==> config.mk <==
export PLATFORM = sky130hd
export DESIGN_NAME = sccl_system_clock_controller
export DESIGN_NICKNAME = d
export VERILOG_FILES = /design/src/common/sccl_pkg.sv /design/src/hw/sccl_system_clock_controller.sv
export SDC_FILE = /design/constraint.sdc
export NUM_CORES = 1
export LEC_CHECK = 0
export ABC_AREA = 1
export BUFFER_PORTS_ARGS = -buffer_cell sky130_fd_sc_hd__buf_2
export CAP_MARGIN = 20
export CORE_ASPECT_RATIO = 1.2
export CORE_MARGIN = 2
export CORE_UTILIZATION = 30
export CTS_CLUSTER_SIZE = 16
export DETAILED_ROUTE_END_ITERATION = 8
export SKIP_CTS_REPAIR_TIMING = 1
export SLEW_MARGIN = 5
export SYNTH_ARGS = -nofsm -noshare
export SYNTH_HDL_FRONTEND = slang
export SYNTH_SLANG_ARGS = --single-unit
==> constraint.sdc <==
create_clock -name mclk -period 7.8 [get_ports mclk]
set_input_delay 0.39 -clock mclk [delete_from_list [all_inputs] [get_ports mclk]]
set_output_delay 0.39 -clock mclk [all_outputs]
set_load 0.005 [all_outputs]
==> src/common/sccl_pkg.sv <==
`default_nettype none
package sccl_pkg;
    // oscillator index in the sampled tick and ready vectors
    localparam int OSC_FEXT = 0;
    localparam int OSC_FRC  = 1;
    localparam int OSC_MRC  = 2;
    localparam int OSC_SXT  = 3;
    localparam int OSC_SRC  = 4;
    localparam int NOSC     = 5;

    typedef enum logic [1:0] {
        SCCL_SYS_MRC  = 2'h0,
        SCCL_SYS_FRC  = 2'h1,
        SCCL_SYS_FEXT = 2'h2
    } sccl_sys_t;

    // register byte offsets
    localparam logic [4:0] OFS_CTRL  = 5'h00;
    localparam logic [4:0] OFS_TRIM  = 5'h04;
    localparam logic [4:0] OFS_PRESC = 5'h08;
    localparam logic [4:0] OFS_GATE  = 5'h0c;
    localparam logic [4:0] OFS_STAT  = 5'h10;
    localparam logic [4:0] OFS_ISTAT = 5'h14;
    localparam logic [4:0] OFS_IMASK = 5'h18;
    localparam logic [4:0] OFS_MEAS  = 5'h1c;

    // field positions
    localparam int CTRL_SYS_LSB   = 0;
    localparam int CTRL_PLLREF    = 2;
    localparam int CTRL_RANGE_LSB = 4;
    localparam int CTRL_MON       = 8;
    localparam int CTRL_RTC_LSB   = 10;
    localparam int CTRL_OUT_LSB   = 12;
    localparam int TRIM_FRC_LSB   = 0;
    localparam int TRIM_MRC_LSB   = 8;
    localparam int PRE_AHB_LSB    = 0;
    localparam int PRE_APB1_LSB   = 4;
    localparam int PRE_APB2_LSB   = 8;
    localparam int GATE_PER_LSB   = 8;
    localparam int IRQ_FAIL       = 0;
    localparam int IRQ_SWITCH     = 1;

    // values after reset, and the bus prescale limit
    localparam logic [2:0] RST_RANGE    = 3'h5;
    localparam logic [4:0] RST_FRC_TRIM = 5'h10;
    localparam logic [7:0] RST_MRC_TRIM = 8'h80;
    localparam logic [3:0] MAX_AHB_PRE  = 4'h8;

    // slow crystal failure: no edge seen for this long
    localparam int SXT_FAIL_NS  = 100000;
    localparam int MCLK_PS      = 4000;
    localparam int SXT_FAIL_CYC = (SXT_FAIL_NS * 1000 + MCLK_PS - 1) / MCLK_PS;

    typedef struct packed {
        logic [4:0]  sync1;
        logic [4:0]  sync2;
        logic [4:0]  prev;
        logic [4:0]  rdy1;
        logic [4:0]  rdy2;
        sccl_sys_t   sysSel;
        sccl_sys_t   activeSrc;
        logic        pllRef;
        logic [2:0]  range;
        logic        monEn;
        logic [1:0]  rtcSel;
        logic [2:0]  outSel;
        logic [4:0]  frcTrim;
        logic [7:0]  mrcTrim;
        logic [3:0]  ahbPre;
        logic [2:0]  apb1Pre;
        logic [2:0]  apb2Pre;
        logic [15:0] gate;
        logic [8:0]  ahbCnt;
        logic [7:0]  apb1Cnt;
        logic [7:0]  apb2Cnt;
        logic        sysTick;
        logic        ahbTick;
        logic        apb1Tick;
        logic        apb2Tick;
        logic        coreTick;
        logic        memTick;
        logic [7:0]  perTick;
        logic        rtcTick;
        logic        wdgTick;
        logic        pllRefTick;
        logic [4:0]  capTick;
        logic        frcOn;
        logic [3:0]  frcWakeTick;
        logic        clkOut;
        logic [15:0] monCnt;
        logic [15:0] measCnt;
        logic [15:0] measVal;
        logic [1:0]  irqStat;
        logic [1:0]  irqMask;
        logic        wakeEvent;
        logic [31:0] prdata;
    } sccl_state_t;
endpackage
`default_nettype wire

==> src/hw/sccl_system_clock_controller.sv <==
`timescale 1ns/10ps
`default_nettype none
module sccl_system_clock_controller
    import sccl_pkg::*;
#(
    parameter int FAIL_CYCLES = SXT_FAIL_CYC
) (
    input  wire logic        mclk,
    input  wire logic        rst,
    input  wire logic        psel,
    input  wire logic        penable,
    input  wire logic        pwrite,
    input  wire logic [31:0] paddr,
    input  wire logic [31:0] pwdata,
    output logic [31:0]      prdata,
    output logic             pready,
    output logic             pslverr,
    input  wire logic [4:0]  oscLevel,
    input  wire logic [4:0]  oscReady,
    input  wire logic        stopMode,
    input  wire logic [3:0]  wakeReq,
    output logic [2:0]       multispeed_rcRange,
    output logic [7:0]       multispeed_rcTrim,
    output logic [4:0]       fast_internal_rcTrim,
    output logic             fast_internal_rcOn,
    output logic             pllRefSel,
    output logic             pllRefTick,
    output logic             sysTick,
    output logic             ahbTick,
    output logic             apb1Tick,
    output logic             apb2Tick,
    output logic             coreTick,
    output logic             memTick,
    output logic [7:0]       perTick,
    output logic             rtcTick,
    output logic             watchdogTick,
    output logic [4:0]       timerCapTick,
    output logic [3:0]       wakePerTick,
    output logic             clock_output_pin,
    output logic             wakeEvent,
    output logic             irq
);
    sccl_state_t s_reg;
    sccl_state_t s_next;
    logic [4:0]  tick;
    logic        wrEn;
    logic        rdEn;
    logic        mapped;
    logic        srcTick;
    logic        ahbWrap;
    logic        sxtFail;
    logic [31:0] rdVal;

    function automatic int srcIdx(input sccl_sys_t sel);
        unique case (sel)
            SCCL_SYS_FRC:  return OSC_FRC;
            SCCL_SYS_FEXT: return OSC_FEXT;
            default:       return OSC_MRC;
        endcase
    endfunction

    function automatic logic [8:0] divMask(input logic [3:0] sh);
        return 9'((10'h001 << sh) - 10'h001);
    endfunction

    assign tick = s_reg.sync2 & ~s_reg.prev;
    assign wrEn = psel & penable & pwrite;
    assign rdEn = psel & ~penable & ~pwrite;
    assign mapped = (paddr[31:5] == 27'h0) && (paddr[1:0] == 2'h0);
    assign pready = 1'b1;
    assign pslverr = psel & penable & ~mapped;

    always_comb begin
        unique case (paddr[4:0])
            OFS_CTRL:  rdVal = 32'({s_reg.outSel, s_reg.rtcSel, 1'b0, s_reg.monEn, 1'b0,
                                    s_reg.range, 1'b0, s_reg.pllRef, s_reg.sysSel});
            OFS_TRIM:  rdVal = 32'({s_reg.mrcTrim, 3'h0, s_reg.frcTrim});
            OFS_PRESC: rdVal = 32'({1'b0, s_reg.apb2Pre, 1'b0, s_reg.apb1Pre, s_reg.ahbPre});
            OFS_GATE:  rdVal = 32'(s_reg.gate);
            OFS_STAT:  rdVal = 32'({s_reg.frcOn, s_reg.rdy2, s_reg.activeSrc});
            OFS_ISTAT: rdVal = 32'(s_reg.irqStat);
            OFS_IMASK: rdVal = 32'(s_reg.irqMask);
            OFS_MEAS:  rdVal = 32'(s_reg.measVal);
            default:   rdVal = 32'h0;
        endcase
    end

    always_comb begin
        s_next = s_reg;
        // second stage only reads the first; everything else looks at the second
        s_next.sync1 = oscLevel;
        s_next.sync2 = s_reg.sync1;
        s_next.prev  = s_reg.sync2;
        s_next.rdy1  = oscReady;
        s_next.rdy2  = s_reg.rdy1;

        // switch on the new source's own edge; the old source's last tick may still come just one cycle before it
        srcTick = tick[srcIdx(s_reg.activeSrc)];
        if (s_reg.sysSel != s_reg.activeSrc && s_reg.rdy2[srcIdx(s_reg.sysSel)]
            && tick[srcIdx(s_reg.sysSel)]) begin
            s_next.activeSrc = s_reg.sysSel;
            srcTick = 1'b1;
        end
        s_next.sysTick = srcTick;

        // every source is at most 32 MHz, so even divide-by-one stays in range
        ahbWrap = srcTick && (s_reg.ahbCnt & divMask(s_reg.ahbPre)) == divMask(s_reg.ahbPre);
        if (srcTick) begin
            s_next.ahbCnt = ahbWrap ? 9'h0 : 9'(s_reg.ahbCnt + 9'h1);
        end
        s_next.ahbTick = ahbWrap;
        s_next.apb1Tick = 1'b0;
        s_next.apb2Tick = 1'b0;
        if (ahbWrap) begin
            s_next.apb1Cnt = 8'(s_reg.apb1Cnt + 8'h1);
            s_next.apb2Cnt = 8'(s_reg.apb2Cnt + 8'h1);
            if ((s_reg.apb1Cnt & 8'(divMask({1'b0, s_reg.apb1Pre}))) == 8'(divMask({1'b0, s_reg.apb1Pre}))) begin
                s_next.apb1Tick = 1'b1;
                s_next.apb1Cnt = 8'h0;
            end
            if ((s_reg.apb2Cnt & 8'(divMask({1'b0, s_reg.apb2Pre}))) == 8'(divMask({1'b0, s_reg.apb2Pre}))) begin
                s_next.apb2Tick = 1'b1;
                s_next.apb2Cnt = 8'h0;
            end
        end
        s_next.coreTick = ahbWrap & s_reg.gate[0];
        s_next.memTick = ahbWrap & s_reg.gate[1];
        s_next.perTick = {8{ahbWrap}} & s_reg.gate[GATE_PER_LSB +: 8];

        unique case (s_reg.rtcSel)
            2'h1:    s_next.rtcTick = tick[OSC_SXT];
            2'h2:    s_next.rtcTick = tick[OSC_FEXT];
            default: s_next.rtcTick = tick[OSC_SRC];
        endcase
        s_next.wdgTick = tick[OSC_SRC];
        s_next.pllRefTick = s_reg.pllRef ? tick[OSC_FEXT] : tick[OSC_FRC];
        s_next.capTick = stopMode ? 5'h0 : tick;

        // fast RC runs while the system source, the PLL reference or a wake request needs it and drops once the last lets go
        s_next.frcOn = (s_reg.activeSrc == SCCL_SYS_FRC) || (s_reg.sysSel == SCCL_SYS_FRC)
                       || !s_reg.pllRef || (|wakeReq);
        s_next.frcWakeTick = {4{tick[OSC_FRC] & s_reg.frcOn}} & wakeReq;

        unique case (s_reg.outSel)
            3'h1:    s_next.clkOut = s_reg.sync2[OSC_FRC];
            3'h2:    s_next.clkOut = s_reg.sync2[OSC_MRC];
            3'h3:    s_next.clkOut = s_reg.sync2[OSC_FEXT];
            3'h4:    s_next.clkOut = s_reg.sync2[OSC_SXT];
            3'h5:    s_next.clkOut = s_reg.sync2[OSC_SRC];
            3'h6:    s_next.clkOut = s_reg.sync2[srcIdx(s_reg.activeSrc)];
            default: s_next.clkOut = 1'b0;
        endcase

        // slow RC period in fast RC edges, for watchdog calibration
        if (tick[OSC_SRC]) begin
            s_next.measVal = s_reg.measCnt;
            s_next.measCnt = 16'h0;
        end else if (tick[OSC_FRC] && s_reg.measCnt != 16'hffff) begin
            s_next.measCnt = 16'(s_reg.measCnt + 16'h1);
        end

        // crystal watchdog; the fast external clock is deliberately not watched
        sxtFail = 1'b0;
        if (!s_reg.monEn || tick[OSC_SXT]) begin
            s_next.monCnt = 16'h0;
        end else if (s_reg.monCnt != 16'(FAIL_CYCLES)) begin
            s_next.monCnt = 16'(s_reg.monCnt + 16'h1);
            sxtFail = (s_reg.monCnt == 16'(FAIL_CYCLES - 1));
        end
        s_next.wakeEvent = sxtFail;

        s_next.prdata = rdEn ? (mapped ? rdVal : 32'h0) : s_reg.prdata;
        if (wrEn && mapped) begin
            unique case (paddr[4:0])
                OFS_CTRL: begin
                    if (pwdata[CTRL_SYS_LSB +: 2] != 2'h3) begin
                        s_next.sysSel = sccl_sys_t'(pwdata[CTRL_SYS_LSB +: 2]);
                    end
                    s_next.pllRef = pwdata[CTRL_PLLREF];
                    if (pwdata[CTRL_RANGE_LSB +: 3] != 3'h7) begin
                        s_next.range = pwdata[CTRL_RANGE_LSB +: 3];
                    end
                    s_next.monEn = pwdata[CTRL_MON];
                    if (pwdata[CTRL_RTC_LSB +: 2] != 2'h3) begin
                        s_next.rtcSel = pwdata[CTRL_RTC_LSB +: 2];
                    end
                    s_next.outSel = pwdata[CTRL_OUT_LSB +: 3];
                end
                OFS_TRIM: begin
                    s_next.frcTrim = pwdata[TRIM_FRC_LSB +: 5];
                    s_next.mrcTrim = pwdata[TRIM_MRC_LSB +: 8];
                end
                OFS_PRESC: begin
                    // oversized divide codes clamp rather than wrap to a fast rate
                    s_next.ahbPre = (pwdata[PRE_AHB_LSB +: 4] > MAX_AHB_PRE) ? MAX_AHB_PRE
                                    : pwdata[PRE_AHB_LSB +: 4];
                    s_next.apb1Pre = pwdata[PRE_APB1_LSB +: 3];
                    s_next.apb2Pre = pwdata[PRE_APB2_LSB +: 3];
                end
                OFS_GATE:  s_next.gate = pwdata[15:0];
                OFS_ISTAT: s_next.irqStat = s_reg.irqStat & ~pwdata[1:0];
                OFS_IMASK: s_next.irqMask = pwdata[1:0];
                default: begin
                end
            endcase
        end
        // hardware set wins over a same-cycle clear
        if (sxtFail) begin
            s_next.irqStat[IRQ_FAIL] = 1'b1;
        end
        if (s_next.activeSrc != s_reg.activeSrc) begin
            s_next.irqStat[IRQ_SWITCH] = 1'b1;
        end
    end

    always_ff @(posedge mclk or posedge rst) begin
        if (rst) begin
            s_reg <= '0;
            s_reg.sysSel <= SCCL_SYS_MRC;
            s_reg.activeSrc <= SCCL_SYS_MRC;
            s_reg.range <= RST_RANGE;
            s_reg.frcTrim <= RST_FRC_TRIM;
            s_reg.mrcTrim <= RST_MRC_TRIM;
            s_reg.gate <= 16'hffff;
            s_reg.pllRef <= 1'b1;
        end else begin
            s_reg <= s_next;
        end
    end

    assign prdata = s_reg.prdata;
    assign multispeed_rcRange = s_reg.range;
    assign multispeed_rcTrim = s_reg.mrcTrim;
    assign fast_internal_rcTrim = s_reg.frcTrim;
    assign fast_internal_rcOn = s_reg.frcOn;
    assign pllRefSel = s_reg.pllRef;
    assign pllRefTick = s_reg.pllRefTick;
    assign sysTick = s_reg.sysTick;
    assign ahbTick = s_reg.ahbTick;
    assign apb1Tick = s_reg.apb1Tick;
    assign apb2Tick = s_reg.apb2Tick;
    assign coreTick = s_reg.coreTick;
    assign memTick = s_reg.memTick;
    assign perTick = s_reg.perTick;
    assign rtcTick = s_reg.rtcTick;
    assign watchdogTick = s_reg.wdgTick;
    assign timerCapTick = s_reg.capTick;
    assign wakePerTick = s_reg.frcWakeTick;
    assign clock_output_pin = s_reg.clkOut;
    assign wakeEvent = s_reg.wakeEvent;
    assign irq = |(s_reg.irqStat & s_reg.irqMask);
endmodule
`default_nettype wire

Word level (Yosys, flattened, before mapping)
Index checks and enable logic that the tools add are counted.
- register bits: 216
- bits in latches: 0
- memory bits (writable): 0
- bits in read-only memories: 0
- bits of input ports: 84
- output and inout port bits: 81
- word-level logic and storage cells: 183
- memories kept: 0
- add/subtract/negate cells: 8
- multipliers: 0
- div/mod/pow operators: 0
- $lt $le $gt $ge: 4
- equality and inequality tests: 30
- shift-type cells: 3
- mux-type cells: 41
- bitwise operators: 21
- reductions and logical operators: 33
- operators with widths (kind ; number):
    case mux 16 bit (8 select lines) ; 1
    less-than comparator 32 x 5 -> 1 bit, second input constant ; 3
    two-way mux 16 bit ; 4
    two-way mux 32 bit ; 2
    adder 16 x 1 -> 16 bit, second input constant ; 2
    zero test 27 bit ; 1
    bitwise AND 8 bit ; 3
    == test 5 bit, second input constant ; 4
    adder 8 x 1 -> 8 bit, second input constant ; 2
    == test 16 x 15 -> 1 bit, second input constant ; 1
    == test 8 bit ; 2
    two-way mux 1 bit ; 16
    two-way mux 8 bit ; 2
    inequality test 16 x 15 -> 1 bit, second input constant ; 1
    inequality test 16 bit, second input constant ; 1
    left shift 1 x 3 -> 8 bit, first input constant ; 2
    subtractor 8 x 1 -> 8 bit, second input constant ; 2
    AND reduction 2 bit ; 7
    binary-select mux 1 bit (select 3 bit) ; 4
    nonzero test 2 bit ; 6
    == test 5 x 4 -> 1 bit, second input constant ; 2
    adder 9 x 1 -> 9 bit, second input constant ; 1
    bitwise AND 9 bit ; 1
    == test 3 bit, second input constant ; 3
    other kinds (34) ; 67

Depth between registers and ports, before layout
- word-level depth: 11
- mapped depth: 15
- gate-level depth less buffers: 13

Least setup slack after synthesis
Ideal clock, no wire load.
- path kind: flip-flop to flip-flop
- start point: register s_reg[163] in the netlist's numbering
- end point: register s_reg[114] in the netlist's numbering
- setup time: 0.123 ns
- arrival: 1.834 ns
- slack: 5.843 ns
- stages on the path, launching flop included: 14
- cell sequence: dfrtp_1 nor2_4 nand2_1 ha_1 inv_1 nand2_1 nand2_1 nor2_1 nand2_1 nor2_4 nand3_4 clkbuf_1 o21ai_0 nand2_1
- longest elaborated chain between the ends: 5
- ends and longest elaborated chain (element ; line ; text):
    from (decl) ; sccl_system_clock_controller.sv:43 ; sccl_state_t s_reg;
    from (signal assigned) ; sccl_system_clock_controller.sv:227 ; s_reg <= s_next;
    left shift 1 x 4 -> 9 bit (*) ; sccl_system_clock_controller.sv:63 ; return 9'((10'h001 << sh) - 10'h001);
    subtractor 9 x 1 -> 9 bit (*) ; sccl_system_clock_controller.sv:63 ;
    bitwise AND 9 bit ; sccl_system_clock_controller.sv:107 ; ahbWrap = srcTick && (s_reg.ahbCnt & divMask(s_reg.ahbPre)) == divMask(s_reg.ahbPre);
    == test 9 bit (*) ; sccl_system_clock_controller.sv:107 ;
    logical AND 1 bit (*) ; sccl_system_clock_controller.sv:107 ;
Mark *: on every way between the ends. The rest lies on a longest branch, timed or not.
A chain may end at the register's enable or synchronous reset.

==> impl_metrics.env <==
export IMPL_start_util_pct=30.3
export IMPL_synth_cell_types=41
export IMPL_grt_antenna_before_repair=1
export IMPL_critPathMaxFanout=19
export IMPL_routed_wl_mm=25.6
export IMPL_wire_per_inst_um=14.5
export IMPL_synth_area_leader_cell="dfrtp_1"
export IMPL_core_area_mm2=0.0331
export IMPL_final_hold_viol_count=0
export IMPL_vdd_drop_max_uv=176
export IMPL_cts_max_level=4
export IMPL_tightest_slew_ns=0.989
export IMPL_totalPowerFinal_mw=2.06
export IMPL_placed_area_mm2=0.0107
export IMPL_fmax_mhz=378
export IMPL_synthMuxAreaShare_pct=0
export IMPL_yosysTopAreaCellShare_pct=44.2
export IMPL_cts_made_buffers=17
export IMPL_syn_cell_area_mm2=0.0100
export IMPL_post_place_ws_ns=4.66
export IMPL_synthAdderAreaFrac_pct=1.37
export IMPL_p_leak_nw=5.35
export IMPL_outcome="finished clean"
export IMPL_hold_path_class="input pin to flip-flop"
export IMPL_timing_hold_ws_ns=0.0472
export IMPL_mostFrequentLayoutCells="303 x nand2_1, 177 x dfrtp_1, 141 x inv_1"
export IMPL_comb_power_share_pct=4.7
export IMPL_drv_slew=0
export IMPL_drv_cap=0
export IMPL_synthXorXnorAreaFrac_pct=2.18
export IMPL_final_common_cell="nand2_1"
export IMPL_drc=0
export IMPL_clk_pin_slew_worst_paths_ns=0.08
export IMPL_finalNonFillerCells=1767
export IMPL_first_global_vias=7999
export IMPL_worstHoldStart="oscLevel[3]"
export IMPL_tns_ns=0
export IMPL_synth_compound_area_share_pct=10.3
export IMPL_avgSynthCellArea_um2=8.17
export IMPL_gp_congestion=0.843
export IMPL_final_area_mm2=0.0113
export IMPL_reg2regPathDepth=11
export IMPL_p_per_area_mw_per_mm2=182
export IMPL_ys_seq_area_share_pct=49.7
export IMPL_cp_arrival_ns=2.98
export IMPL_reg2reg_from="s_reg[188]"
export IMPL_timing_final_ws_setup_ns=5.15
export IMPL_n_antenna_cell=0
export IMPL_grt_pass1_wl_mm=41.7
export IMPL_grt_util_all_layers_pct=15.2
export IMPL_holdPathStages=1
export IMPL_drt_iter0_markers=503
export IMPL_cts_buffer_depth=2
export IMPL_pwr_share_clk_pct=44.5
export IMPL_dp_cells=1732
export IMPL_setup_viol=0
export IMPL_synth_top_family_by_area="simple AND/OR/NAND/NOR gates"
export IMPL_area_growth_pct=13.1
export IMPL_cts_sinks=198
export IMPL_fp_row_count=73
export IMPL_dpl_hpwl_mm=18.9
export IMPL_grt_overflow=0
export IMPL_finalCritPeriodShare_pct=34.0
export IMPL_timing_rr_end="perTick[7]"
export IMPL_nets=1399
export IMPL_yosys_warnings=0
export IMPL_clock_root_buffer="clkbuf_16"
export IMPL_seqPwrFrac_pct=50.8
export IMPL_switching_power_mw=0.505
export IMPL_synthTopCellsByArea="dfrtp_1 44%, nand2_1 11%, o21ai_0 6.7%"
export IMPL_internal_power_mw=1.56
export IMPL_dr_pass1_iters=5
export IMPL_largest_reg_flops=121
export IMPL_synth_simple_gate_area_share_pct=24.5
export IMPL_final_util_pct=34.3
export IMPL_setup_worst_path_end_class="flip-flop"
export IMPL_p_sw_share_pct=24.5
export IMPL_die_y_um=204
export IMPL_die_area_mm2=0.0349
export IMPL_critPathKind="flip-flop to flip-flop"
export IMPL_vias=8159
export IMPL_rsz0062_at_grt="no"
export IMPL_drive_gt1_share_pct=16.9
export IMPL_die_width_um=171
export IMPL_viasPerCell=4.62
export IMPL_cp_required_ns=8.13
export IMPL_critPathLaunchType="flip-flop"
export IMPL_slew_limit_headroom_pct=33.9
export IMPL_yosys_register_bits=198
export IMPL_portBuffers=131
export IMPL_netlist_instances=1227
export IMPL_holdPathEnd="s_next[209]"
export IMPL_nFillCells=3493
export IMPL_ioPinCount=165
export IMPL_layout_min_cycle_time_ns=2.65
export IMPL_postRouteAntennaNets=0
export IMPL_clk_latency_ns=0.45
export IMPL_grt_max_degree=139
export IMPL_worst_r2r_setup_slack_ns=5.15
export IMPL_cts_tree="done"
export IMPL_fin_skew_ns=0.0139
[Yosys cell counts]
library cell,instances
a21boi_0,2
a21oi_1,35
a221oi_1,1
a22o_1,1
buf_2,6
buf_4,67
buf_6,1
buf_8,1
clkbuf_1,19
conb_1,2
dfrtp_1,177
dfstp_2,21
ha_1,11
inv_1,142
inv_2,6
inv_4,1
nand2_1,303
nand2_2,2
nand3_1,53
nand3_2,3
nand3_4,1
nand3b_1,8
nand4_1,35
nor2_1,97
nor2_2,4
nor2_4,12
nor2_8,1
nor3_1,24
nor3_2,1
nor3b_1,1
nor4_1,3
o211ai_1,5
o21ai_0,135
o21ai_1,7
o21bai_1,1
o22ai_1,10
o31ai_1,1
or2_1,1
or2_2,1
xnor2_1,7
xor2_1,18
[critical path: stages (launching register included)]
cell,delay (ns)
dfrtp_1,0.40
inv_1,0.15
ha_1,0.32
inv_1,0.12
nand3_1,0.11
nand2_1,0.06
nor2_1,0.22
nand2_2,0.25
inv_2,0.38
nor2_8,0.14
inv_4,0.29
nor2_1,0.07
[power by group through the flow]
stage	logic, mW	registers, mW	clock network, mW
3_5_place_dp	0.0997	1.07	0
5_1_grt	0.112	1.05	0.988
6_report	0.0977	1.05	0.917
4_1_cts	0.0997	1.05	0.939
2_1_floorplan	0.0627	1.07	0
3_3_place_gp	0.0985	1.07	0
[cells by family after synthesis]
logic type | Yosys count
xor gates and xnor gates | 25
buffers and inverters | 243
other | 2
AOI/OAI and AO/OA | 198
and+or+nand+nor | 550
adders and majority gates | 11
DFF | 198
[worst max-delay path by stage]
stage | to | from | cells after the start | slack (ns)
finish | perTick[7] | s_reg[188] | 11 | 5.15
global route | perTick[4] | s_reg[190] | 10 | 4.96
CTS | s_reg[63] | s_next[205] | 7 | 4.97
detailed placement | s_reg[144] | paddr[1] | 6 | 4.66
global placement | s_reg[144] | paddr[1] | 6 | 4.75
floorplan | ahbTick | rst | 1 | 2.05
[area by class of cell]
type                       instances  area (um^2)  share of cell area (%)
tap                              450          563                    4.96
clock inverter                    13          165                    1.46
clock buffer                      19          443                    3.91
inverter                         149          569                    5.02
timing repair buffer             137          709                    6.25
multi-input combinational        801         3910                    34.5
sequential                       198         4980                    43.9
[layer usage]
| layer | track usage [%] | vias up | wire, um |
|---|---|---|---|
| li1 | - | 4025 | - |
| met1 | 19.7 | 3872 | 11500 |
| met2 | 25.4 | 223 | 12300 |
| met3 | 2.89 | 39 | 1200 |
| met4 | 5.51 | 0 | 683 |
| met5 | 0 | - | 0 |
Power figures use the tool's default switching activity.
